[src/inc/tdpl_pkg.sv]
// Summary of operation
// - two clock rises under held reset enter debug
// - debug mode: data pin bidirectional, clock pin input
// - sender drives on rise, receiver samples on fall
// - pins are general I/O only outside debug
// - command is 1-4 host bytes, one reply
// - all bytes shift most significant bit first
// - lock byte at info page 0; the bus writes it in or out of debug mode once the info page is selected and no erase is busy
// - protect size code maps top-down protected region
// - small flash supports only all/none codes
// - boot lock 0 protects page 0
// - debug lock 0 rejects all but three commands
// - status read reports the reported debug lock state, not the current lock byte
// - reported lock refreshes on cpu commands or reset
// - chip erase sets all lock bits to one
// - lock written as flash write, info page selected
// - lock byte: reserved, boot, size, debug lock
`default_nettype none
package tdpl_pkg;
  // debug command opcodes
  localparam logic [7:0] OPC_CHIP_ERASE = 8'h14;
  localparam logic [7:0] OPC_WR_CONFIG = 8'h1d;
  localparam logic [7:0] OPC_RD_CONFIG = 8'h24;
  localparam logic [7:0] OPC_GET_PC = 8'h28;
  localparam logic [7:0] OPC_READ_STATUS = 8'h34;
  localparam logic [7:0] OPC_SET_BREAK = 8'h3b;
  localparam logic [7:0] OPC_HALT = 8'h44;
  localparam logic [7:0] OPC_RESUME = 8'h4c;
  localparam logic [5:0] OPC_EXEC_PREFIX = 6'h15; // exec_injected_cmd, low 2 bits = extra bytes
  localparam logic [7:0] OPC_SINGLE_STEP = 8'h5c;
  localparam logic [5:0] OPC_STEP_REPL_PREFIX = 6'h19;
  localparam logic [7:0] OPC_IDENTITY_READ = 8'h68;
  // lock byte layout
  localparam int LOCK_DBG_BIT = 0;
  localparam int LOCK_SIZE_LSB = 1;
  localparam int LOCK_BOOT_BIT = 4;
  localparam logic [7:0] LOCK_RESERVED_MASK = 8'he0;
  localparam logic [7:0] LOCK_ERASED = 8'hff;
  localparam logic [10:0] LOCK_INFO_ADDR = 11'h000;
  // flash geometry
  localparam logic [15:0] FLASH_TOP = 16'h8000;
  localparam logic [15:0] PAGE0_LAST = 16'h03ff;
  localparam logic [2:0] SIZE_ALL = 3'h0;
  localparam logic [2:0] SIZE_NONE = 3'h7;
  // debug config and status bytes
  localparam int CFG_INFO_PAGE_BIT = 0;
  localparam logic [7:0] CFG_RESET = 8'h00;
  localparam int STAT_ERASE_DONE_BIT = 7;
  localparam int STAT_DBG_LOCK_BIT = 2;
  // bus register map and status bits
  localparam logic [7:0] REG_LOCK = 8'h00;
  localparam logic [7:0] REG_CONFIG = 8'h04;
  localparam logic [7:0] REG_STATUS = 8'h08;
  localparam int RS_DEBUG_MODE = 0;
  localparam int RS_ERASE_BUSY = 1;
  localparam int RS_LOCK_REP = 2;
  localparam int RS_INFO_SEL = 3;
  // timing
  localparam int ENTRY_EDGES = 2;
  localparam logic [3:0] BITS_PER_BYTE = 4'h8;

  typedef enum logic [0:0] {LS_RX, LS_TX} tdpl_link_state_t;

  typedef struct packed {
    logic o;
    logic oe;
  } tdpl_pin_t;

  typedef struct packed {
    logic [7:0] opcode;
    logic [23:0] data;
  } tdpl_cmd_t;

  typedef struct packed {
    logic [2:0] clk_sync;
    logic [2:0] dat_sync;
    logic [2:0] rst_sync;
    logic clk_f;
    logic dat_f;
    logic rst_f;
    logic [1:0] entry_cnt;
    logic debug_mode;
    tdpl_link_state_t link;
    logic [3:0] bit_cnt;
    logic [1:0] byte_idx;
    logic [7:0] rx_shift;
    tdpl_cmd_t cmd;
    logic [7:0] tx_shift;
    logic tx_from_core;
    logic cmd_valid;
    logic [7:0] lock;
    logic lock_rep;
    logic refresh_pend;
    logic [7:0] cfg;
    logic erase_busy;
    logic [31:0] erase_cnt;
    tdpl_pin_t data_pin;
    tdpl_pin_t clock_pin;
    logic protected_q;
    logic ahb_wr;
    logic [7:0] ahb_addr;
    logic [31:0] rdata;
  } tdpl_state_t;

  // bytes protected from the top of flash for each size code
  function automatic logic [15:0] tdpl_size_bytes(input logic [2:0] code);
    case (code)
      3'h0: tdpl_size_bytes = 16'h8000;
      3'h1: tdpl_size_bytes = 16'h6000;
      3'h2: tdpl_size_bytes = 16'h4000;
      3'h3: tdpl_size_bytes = 16'h2000;
      3'h4: tdpl_size_bytes = 16'h1000;
      3'h5: tdpl_size_bytes = 16'h0800;
      3'h6: tdpl_size_bytes = 16'h0400;
      default: tdpl_size_bytes = 16'h0000;
    endcase
  endfunction
endpackage
`default_nettype wire

[src/verilog/tdpl_debug_port.sv]
`default_nettype none
module tdpl_debug_port import tdpl_pkg::*; #(
  parameter int ERASE_CYCLES = 1024,
  parameter bit SMALL_FLASH = 1'b0,
  parameter logic [7:0] IDENT_BYTE = 8'h5a // arbitrary identity value
) (
  input wire logic core_clk_in,
  input wire logic reset_n_in,
  // device pins
  input wire logic chip_reset_pin_n_in,
  input wire logic dbg_clock_pin_in,
  input wire logic dbg_data_pin_in,
  output logic dbg_data_pin_out,
  output logic dbg_data_pin_oe_out,
  output logic dbg_clock_pin_out,
  output logic dbg_clock_pin_oe_out,
  // general purpose use of the two pins
  input wire tdpl_pin_t gpio_data_pin_in,
  input wire tdpl_pin_t gpio_clock_pin_in,
  output logic debug_mode_out,
  // cpu-side command channel
  output logic core_cmd_valid_out,
  output tdpl_cmd_t core_cmd_out,
  input wire logic [7:0] core_resp_in,
  // flash write protection query
  input wire logic [14:0] flash_wr_addr_in,
  output logic flash_wr_protected_out,
  // ahb-lite slave
  input wire logic hsel_in,
  input wire logic [31:0] haddr_in,
  input wire logic [1:0] htrans_in,
  input wire logic hwrite_in,
  input wire logic [2:0] hsize_in,
  input wire logic hready_in,
  input wire logic [31:0] hwdata_in,
  output logic [31:0] hrdata_out,
  output logic hreadyout_out,
  output logic hresp_out
);

  localparam logic [31:0] ERASE_LAST = 32'(ERASE_CYCLES - 1);

  tdpl_state_t q;
  tdpl_state_t d;

  // index of the last host byte in a command, from its opcode
  function automatic logic [1:0] cmd_last_idx(input logic [7:0] op);
    if (op == OPC_WR_CONFIG) begin
      cmd_last_idx = 2'd1;
    end else if (op == OPC_SET_BREAK) begin
      cmd_last_idx = 2'd3;
    end else if (op[7:2] == OPC_EXEC_PREFIX || op[7:2] == OPC_STEP_REPL_PREFIX) begin
      cmd_last_idx = op[1:0];
    end else begin
      cmd_last_idx = 2'd0;
    end
  endfunction

  // commands that halt, run or step the cpu and refresh the reported lock
  function automatic logic is_refresh(input logic [7:0] op);
    is_refresh = (op == OPC_HALT) || (op == OPC_RESUME) || (op == OPC_SINGLE_STEP) ||
      (op[7:2] == OPC_EXEC_PREFIX) || (op[7:2] == OPC_STEP_REPL_PREFIX);
  endfunction

  logic clk_stable;
  logic clk_rise;
  logic clk_fall;
  logic [7:0] rx_byte;
  logic [7:0] status_byte;
  logic [7:0] op;
  logic permitted;
  logic [2:0] size_code;
  logic [15:0] wr_addr;
  logic ahb_sel;

  // qualified edges of the filtered debug clock
  assign clk_stable = (q.clk_sync[1] == q.clk_sync[2]);
  assign clk_rise = clk_stable & q.clk_sync[2] & ~q.clk_f;
  assign clk_fall = clk_stable & ~q.clk_sync[2] & q.clk_f;
  assign rx_byte = {q.rx_shift[6:0], q.dat_f}; // msb arrived first
  assign op = (q.byte_idx == 2'd0) ? rx_byte : q.cmd.opcode;

  // status byte: erase progress and the reported lock
  always_comb begin
    status_byte = 8'h00;
    status_byte[STAT_ERASE_DONE_BIT] = ~q.erase_busy;
    status_byte[STAT_DBG_LOCK_BIT] = q.lock_rep;
  end

  // locked device runs only erase, status and identity
  assign permitted = q.lock_rep || (op == OPC_CHIP_ERASE) || (op == OPC_READ_STATUS) ||
    (op == OPC_IDENTITY_READ);

  // small parts fall back to all pages for unsupported codes
  assign size_code = (SMALL_FLASH && q.lock[3:1] != SIZE_ALL && q.lock[3:1] != SIZE_NONE) ?
    SIZE_ALL : q.lock[3:1];
  assign wr_addr = {1'b0, flash_wr_addr_in};
  assign ahb_sel = hsel_in & htrans_in[1] & hready_in;

  // next state
  always_comb begin
    d = q;
    d.cmd_valid = 1'b0;

    // three-stage pin synchronisers, change taken when stages 2 and 3 agree
    d.clk_sync = {q.clk_sync[1:0], dbg_clock_pin_in};
    d.dat_sync = {q.dat_sync[1:0], dbg_data_pin_in};
    d.rst_sync = {q.rst_sync[1:0], chip_reset_pin_n_in};
    if (clk_stable) begin
      d.clk_f = q.clk_sync[2];
    end
    if (q.dat_sync[1] == q.dat_sync[2]) begin
      d.dat_f = q.dat_sync[2];
    end
    if (q.rst_sync[1] == q.rst_sync[2]) begin
      d.rst_f = q.rst_sync[2];
    end

    // debug entry: count clock rises while chip reset is held low
    if (!q.debug_mode) begin
      if (q.rst_f) begin
        d.entry_cnt = 2'd0;
      end else if (clk_rise && 32'(q.entry_cnt) < ENTRY_EDGES) begin
        d.entry_cnt = q.entry_cnt + 2'd1;
      end else if (clk_fall && 32'(q.entry_cnt) == ENTRY_EDGES) begin
        // enter on the fall after the second rise, so that fall is no data bit
        d.debug_mode = 1'b1;
      end
    end

    // reported lock copies the lock byte debug bit after a reset_n_in reset, not a chip reset pin reset
    if (q.refresh_pend) begin
      d.refresh_pend = 1'b0;
      d.lock_rep = q.lock[LOCK_DBG_BIT];
    end

    // erase countdown
    if (q.erase_busy) begin
      if (q.erase_cnt == 32'h0) begin
        d.erase_busy = 1'b0;
      end else begin
        d.erase_cnt = q.erase_cnt - 32'h1;
      end
    end

    // link engine, active only in debug mode
    if (q.debug_mode) begin
      case (q.link)
        LS_RX: begin
          d.data_pin.oe = 1'b0;
          if (clk_fall) begin // host drove on rise, sample on fall
            d.rx_shift = rx_byte;
            d.bit_cnt = q.bit_cnt + 4'h1;
            if (q.bit_cnt == BITS_PER_BYTE - 4'h1) begin
              d.bit_cnt = 4'h0;
              if (q.byte_idx == 2'd0) begin
                d.cmd.opcode = rx_byte;
                d.cmd.data = 24'h0;
              end else begin
                d.cmd.data = {q.cmd.data[15:0], rx_byte};
              end
              if (q.byte_idx == cmd_last_idx(op)) begin // 1 to 4 host bytes
                d.byte_idx = 2'd0;
                d.link = LS_TX;
                d.tx_from_core = 1'b0;
                d.tx_shift = status_byte;
                if (is_refresh(op)) begin
                  d.lock_rep = q.lock[LOCK_DBG_BIT];
                end
                if (permitted) begin
                  if (op == OPC_CHIP_ERASE) begin
                    d.lock = LOCK_ERASED; // all ones: unlocked, unprotected
                    d.erase_busy = 1'b1;
                    d.erase_cnt = ERASE_LAST;
                  end else if (op == OPC_WR_CONFIG) begin
                    d.cfg = rx_byte;
                  end else if (op == OPC_RD_CONFIG) begin
                    d.tx_shift = q.cfg;
                  end else if (op == OPC_IDENTITY_READ) begin
                    d.tx_shift = IDENT_BYTE;
                  end else if (op != OPC_READ_STATUS) begin
                    d.cmd_valid = 1'b1;
                    d.tx_from_core = 1'b1;
                  end
                end
              end else begin
                d.byte_idx = q.byte_idx + 2'd1;
              end
            end
          end
        end
        LS_TX: begin
          if (clk_rise && q.bit_cnt != BITS_PER_BYTE) begin // drive on rise
            d.data_pin.oe = 1'b1;
            d.bit_cnt = q.bit_cnt + 4'h1;
            if (q.tx_from_core && q.bit_cnt == 4'h0) begin
              d.data_pin.o = core_resp_in[7];
              d.tx_shift = {core_resp_in[6:0], 1'b0};
            end else begin
              d.data_pin.o = q.tx_shift[7]; // msb first
              d.tx_shift = {q.tx_shift[6:0], 1'b0};
            end
          end else if (clk_fall && q.bit_cnt == BITS_PER_BYTE) begin
            d.data_pin.oe = 1'b0; // host has sampled the last bit
            d.bit_cnt = 4'h0;
            d.link = LS_RX;
          end
        end
        default: begin
          d.link = LS_RX;
        end
      endcase
      d.clock_pin.oe = 1'b0; // clock pin is input only
      d.clock_pin.o = 1'b0;
    end else begin
      // outside debug mode the pins serve general i/o
      d.data_pin = gpio_data_pin_in;
      d.clock_pin = gpio_clock_pin_in;
    end

    // write protection of the addressed flash byte
    d.protected_q = 1'b0;
    if (wr_addr >= FLASH_TOP - tdpl_size_bytes(size_code)) begin
      d.protected_q = 1'b1; // region below top of flash
    end
    if (wr_addr <= PAGE0_LAST &&
        (!q.lock[LOCK_BOOT_BIT] || size_code == SIZE_ALL)) begin
      d.protected_q = 1'b1; // boot page lock
    end

    // ahb data phase: register writes
    d.ahb_wr = 1'b0;
    if (q.ahb_wr) begin
      if (q.ahb_addr == REG_CONFIG) begin
        d.cfg = hwdata_in[7:0];
      end else if (q.ahb_addr == REG_LOCK && q.cfg[CFG_INFO_PAGE_BIT] && !d.erase_busy) begin
        // flash programming clears bits only; main page selected means no effect
        d.lock = q.lock & hwdata_in[7:0];
      end
    end

    // ahb address phase: capture writes, prepare read data
    if (ahb_sel) begin
      d.ahb_wr = hwrite_in;
      d.ahb_addr = haddr_in[7:0];
      if (!hwrite_in) begin
        d.rdata = 32'h0; // read data stands until the next read
        case (haddr_in[7:0])
          REG_LOCK: d.rdata = {24'h0, q.lock}; // lock byte at info page location 0
          REG_CONFIG: d.rdata = {24'h0, q.cfg};
          REG_STATUS: begin
            d.rdata[RS_DEBUG_MODE] = q.debug_mode;
            d.rdata[RS_ERASE_BUSY] = q.erase_busy;
            d.rdata[RS_LOCK_REP] = q.lock_rep;
            d.rdata[RS_INFO_SEL] = q.cfg[CFG_INFO_PAGE_BIT];
          end
          default: d.rdata = 32'h0;
        endcase
      end
    end
  end

  // state register
  always_ff @(posedge core_clk_in or negedge reset_n_in) begin
    if (!reset_n_in) begin
      q <= '0;
      q.clk_sync <= 3'h0;
      q.rst_sync <= 3'h7;
      q.rst_f <= 1'b1;
      q.link <= LS_RX;
      q.lock <= LOCK_ERASED;
      q.refresh_pend <= 1'b1;
      q.cfg <= CFG_RESET;
    end else begin
      q <= d;
    end
  end

  // outputs
  assign dbg_data_pin_out = q.data_pin.o;
  assign dbg_data_pin_oe_out = q.data_pin.oe;
  assign dbg_clock_pin_out = q.clock_pin.o;
  assign dbg_clock_pin_oe_out = q.clock_pin.oe;
  assign debug_mode_out = q.debug_mode;
  assign core_cmd_valid_out = q.cmd_valid;
  assign core_cmd_out = q.cmd;
  assign flash_wr_protected_out = q.protected_q;
  assign hrdata_out = q.rdata;
  assign hreadyout_out = 1'b1;
  assign hresp_out = 1'b0;

endmodule // tdpl_debug_port
`default_nettype wire

[config.mk]
export PLATFORM = sky130hd
export DESIGN_NAME = tdpl_debug_port
export DESIGN_NICKNAME = d
export VERILOG_FILES = /design/src/inc/tdpl_pkg.sv /design/src/verilog/tdpl_debug_port.sv
export SDC_FILE = /design/constraint.sdc
export NUM_CORES = 1
export LEC_CHECK = 0
export BUFFER_PORTS_ARGS = -buffer_cell sky130_fd_sc_hd__buf_4
export CAP_MARGIN = 10
export CORE_MARGIN = 10
export CORE_UTILIZATION = 50
export CTS_BUF_LIST = sky130_fd_sc_hd__clkbuf_8 sky130_fd_sc_hd__clkbuf_16
export DETAILED_ROUTE_END_ITERATION = 10
export GPL_TIMING_DRIVEN = 0
export PLACE_DENSITY = 0.78
export SETUP_SLACK_MARGIN = 0.02
export SLEW_MARGIN = 20
export SYNTH_ARGS = -nofsm -noshare
export SYNTH_HDL_FRONTEND = slang
export SYNTH_SLANG_ARGS = --single-unit
[constraint.sdc]
create_clock -name core_clk_in -period 3.64 [get_ports core_clk_in]
set_input_delay 0.364 -clock core_clk_in [delete_from_list [all_inputs] [get_ports core_clk_in]]
set_output_delay 0.364 -clock core_clk_in [all_outputs]
set_load 0.005 [all_outputs]
Word-level counts from Yosys, hierarchy flattened
Cells that the tools add are included.
{"block": "word_totals", "regBits": 169, "elab_cells": 195, "output_inout_bits": 73, "inputBits": 104}
{"block": "classes", "bitwise_logic": 13, "n_mux": 72, "n_reduce_logical": 34, "n_eq_ne": 37, "n_lt_le_gt_ge": 3, "n_addsub": 5}
{"op": "2-to-1 mux 41 bit", "count": 7}
{"op": "one-hot mux 16 bit (7 select lines)", "count": 1}
{"op": "2-to-1 mux 8 bit", "count": 13}
{"op": "2-to-1 mux 33 bit", "count": 2}
{"op": "2-to-1 mux 66 bit", "count": 1}
{"op": "2-to-1 mux 32 bit", "count": 2}
{"op": "2-to-1 mux 51 bit", "count": 1}
{"op": "2-to-1 mux 10 bit", "count": 4}
{"op": "equality test 8 x 7 -> 1 bit (second input constant)", "count": 4}
{"op": "zero test 32 bit", "count": 1}
{"op": "subtractor 32 x 1 -> 32 bit (second input constant)", "count": 1}
{"op": "2-to-1 mux 2 bit", "count": 14}
{"op": "equality test 8 x 6 -> 1 bit (second input constant)", "count": 3}
{"op": "2-to-1 mux 24 bit", "count": 1}
{"op": "2-to-1 mux 19 bit", "count": 1}
{"op": "2-to-1 mux 18 bit", "count": 1}
{"op": "equality test 8 x 3 -> 1 bit (second input constant)", "count": 2}
{"op": "equality test 8 x 5 -> 1 bit (second input constant)", "count": 2}
{"op": "greater-or-equal comparator 15 x 16 -> 1 bit", "count": 1}
{"op": "zero test 8 bit", "count": 2}
{"op": "one-hot mux 8 bit (2 select lines)", "count": 1}
{"op": "subtractor 16 bit (first input constant)", "count": 1}
{"op": "<= comparator 15 x 10 -> 1 bit (second input constant)", "count": 1}
{"op": "2-to-1 mux 1 bit", "count": 15}
{"op": "other kinds (40)", "count": 82}

Depth between registers and ports, before layout
{"block": "depth", "word_depth": 22, "ltp_mapped": 13, "mapped_depth_nobuf": 10}

Worst setup path after synthesis
OpenSTA, ideal clock, no wires.
{"block": "synth_timing", "kind": "register to register", "start": "reg q[147] (netlist name)", "end": "reg q[88] (netlist name)", "period_less_slack_ps": 2827, "t_required_ps": 3515, "path_buffers": 2, "arrival_time_ps": 2702, "setup_time_ps": 125, "path_slack_ps": 813, "stages_incl_launch_ff": 12, "cell_sequence": "dfrtp_1 > inv_1 > ha_1 > buf_2 > or3b_2 > nand2_1 > and3_1 > o32ai_1 > a221o_1 > buf_4 > a21oi_1 > mux2_2"}
{"element": "start, declared", "line": "tdpl_debug_port.sv:43", "text": "tdpl_state_t q;"}

==> impl_metrics.yaml <==
floorplanning:
  io_pins: 177
  die_width_um: 145
  core_area_um2: 15200
  die_h_um: 145
  dieArea_um2: 20900
  initial_utilization_pct: 51.0
  std_cell_rows: 45
logic_synthesis:
  synth_edf_count: 0
  synth.avg_cell_area_um2: 10.0
  ys.flop_type: "dfrtp_1"
  synthCells: 773
  ys_seq_elements: 144
  syn_area_um2: 7760
  synth_largest_area_cell: "dfrtp_1"
  synthArstFlopShare_pct: 100
  synth.area.top_cells: "dfrtp_1, buf_4, mux2_2"
  ys_seq_area_share_pct: 46.7
  ys_warn_count: 0
  synth_top_area_share_pct: 42.3
  synthDistinctLibCells: 76
min_path:
  hp-start: "dbg_clock_pin_in"
  whs_path_depth: 1
  hp-class: "in2reg"
drt:
  drc: 0
  num_vias: 5867
  antenna_violating_nets_post_route: 0
  first_pass_iters: 6
  vias_per_cell: 5.25
  post_drt_wl_per_cell_um: 15.5
  drt_iter0_drc: 368
  drt_wl_total_um: 17300
cells_and_area:
  layout-drive-gt1-share_pct: 29.2
  layout_common_cells: "buf_4, dfrtp_1, nand2_1, o21ai_0, nor2_1"
  fillers: 1297
  nets: 1033
  diodes: 0
  syn_to_final_growth_pct: 21.2
  layout_commonest_cell: "buf_4"
placement:
  numPortBuffers: 97
  place_congestion: 0.852
  place_hpwl_um: 12800
worst_setup_path:
  crit_arrival_ps: 3530
  critical_path_class: "reg2reg"
  cp-end-kind: "register"
  worstPathRequired_ps: 3940
  crit_path_cell_trace: "inv_1 > ha_1 > buf_2 > or3b_2 > nand2_1 > and3_1 > o32ai_1 > a221o_1 > buf_4 > nand3_2 > buf_2 > nand2_1"
  cp-start-kind: "register"
  r2r_start: "q[147]"
  crit_fanout: 10
  max_stage_delay_ps: 490
  cp-startpoint: "q[147]"
  reg2reg_depth: 12
  worst_path_max_delay_cell: "or3b_2"
sta:
  fin_skew_ps: 10.5
  min_period_ps: 3230
  slew_headroom_pct: 60.8
  period_share_pct: 88.7
  rsz0062_at_grt: "no"
  finalSetupViolCount: 0
  hold_viol_final: 0
  holdWs_ps: 43.8
  slew_viol_final: 0
  tightest_slew_ps: 582
  setup_tns_ps: 0
  timing.fmax_ghz: 0.310
clocking:
  clk_pin_slew_worst_paths_ps: 60
  clock_sinks: 144
  cts_tree: "yes"
  cts_max_level: 4
  cts.path.max_buffers: 2
  clk_latency_ps: 420
  cts_made_buffers: 17
  cts_root_buffer: "clkbuf_16"
status:
  status: "complete, no violations"
global_route:
  overflow: 0
  antenna_found_initial: 0
  grt_first_pass_wirelength_um: 28400
  grt_pass1_vias: 5867
  grt_max_degree: 100
  grt_usage_pct: 16.9
pwr:
  p_per_area_nw_per_um2: 375
  ir_drop_mv: 0.303
  leakage_nw: 4.62
run:
  drv_cap: 0
## Yosys cell counts (4+ instances only)
cell	count
a21o_1	4
a21oi_1	24
a22o_1	6
a32o_1	6
and3_1	4
buf_2	4
buf_4	68
clkbuf_1	21
dfrtp_1	131
dfstp_2	13
ha_1	13
inv_1	22
mux2_2	34
mux2i_1	26
nand2_1	89
nand2b_1	35
nand3_1	8
nand3b_1	5
nor2_1	49
nor2b_1	11
nor3_1	13
nor4_1	11
o211ai_1	4
o21ai_0	61
o31ai_1	4
or3_1	4
or4_1	7
xnor2_1	18
xor2_1	12
## cell type report
type | count | area [um2] | area share, %
clock buffers | 22 | 494 | 5.26
clock inverters | 10 | 48.8 | 0.519
flip-flops and latches | 144 | 3620 | 38.5
multi-input cells | 537 | 3530 | 37.5
well taps | 188 | 235 | 2.50
inverters | 23 | 86.3 | 0.918
plain buffers | 94 | 621 | 6.60
repair buffers | 99 | 773 | 8.22
## registers in the layout (all words and copies together), names as in the netlist
name and cells:
hrdata_out 8, core_cmd_out 32, dbg_data_pin_out 1, dbg_data_pin_oe_out 1, dbg_clock_pin_out 1, dbg_clock_pin_oe_out 1
flash_wr_protected_out 1, core_cmd_valid_out 1, q 91, debug_mode_out 1, d 6
## kinds of logic after synthesis
kind of cell / share of synthesized area [%]
AOI/OAI and AO/OA: 10.7
buffers and inverters: 9.11
adders and majority gates: 2.35
other: 0.0968
and+or+nand+nor: 19.4
muxes: 8.29
DFF: 46.7
xor gates and xnor gates: 3.39
## repair_timing
item                       in CTS  in global routing
buffers inserted                0                  0
gates resized for setup         0                  0
hold buffers                    1                  0
hold endpoints to repair       44                  0
setup endpoints to repair       0                  0
## per-stage QoR
stage | instance area [um2] | power (mW) | worst slack [ps] | instances | util, %
6_report | 9400 | 3.53 | 410 | 1117 | 61.9
5_1_grt | 9400 | 3.67 | 168 | 1117 | 61.9
4_1_cts | 9400 | 3.56 | 426 | 1117 | 61.9
3_5_place_dp | 8850 | 1.97 | 478 | 1084 | 58.2
3_3_place_gp | 8820 | 1.96 | 456 | 1083 | 58.0
2_1_floorplan | 7850 | 1.84 | 813 | 798 | -
## worst max-delay path, delay by kind of cell (launching register included)
kind                       cells  cell delay [ps]
AOI/OAI and AO/OA              2              500
and+or+nand+nor                5             1210
buffers and inverters          4              740
adders and majority gates      1              250
DFF                            1              420
## where the power goes
| part | switching [mW] | internal, mW | total [mW] |
|---|---|---|---|
| clock | 0.636 | 0.944 | 1.58 |
| sequential | 0.0436 | 1.66 | 1.70 |
| combinational | 0.121 | 0.127 | 0.248 |
## final timing paths
| kind | to | slack [ps] |
|---|---|---|
| max in group asynchronous | q[90] | 2400 |
| hold reg to reg | d[165] | 350 |
| min in group asynchronous | q[155] | 430 |
| hold / removal | d[167] | 40 |
| setup / recovery | q[54] | 410 |
| setup reg to reg | q[54] | 410 |
## layer usage
layer,GRT usage [%],up-vias,share of wire (%)
met1,21.1,2817,44
li1,-,2893,-
met5,0,-,0
met4,4.89,0,0.91
met3,4.92,11,6.4
met2,27.6,146,49
(Power assumes the default switching activity.)
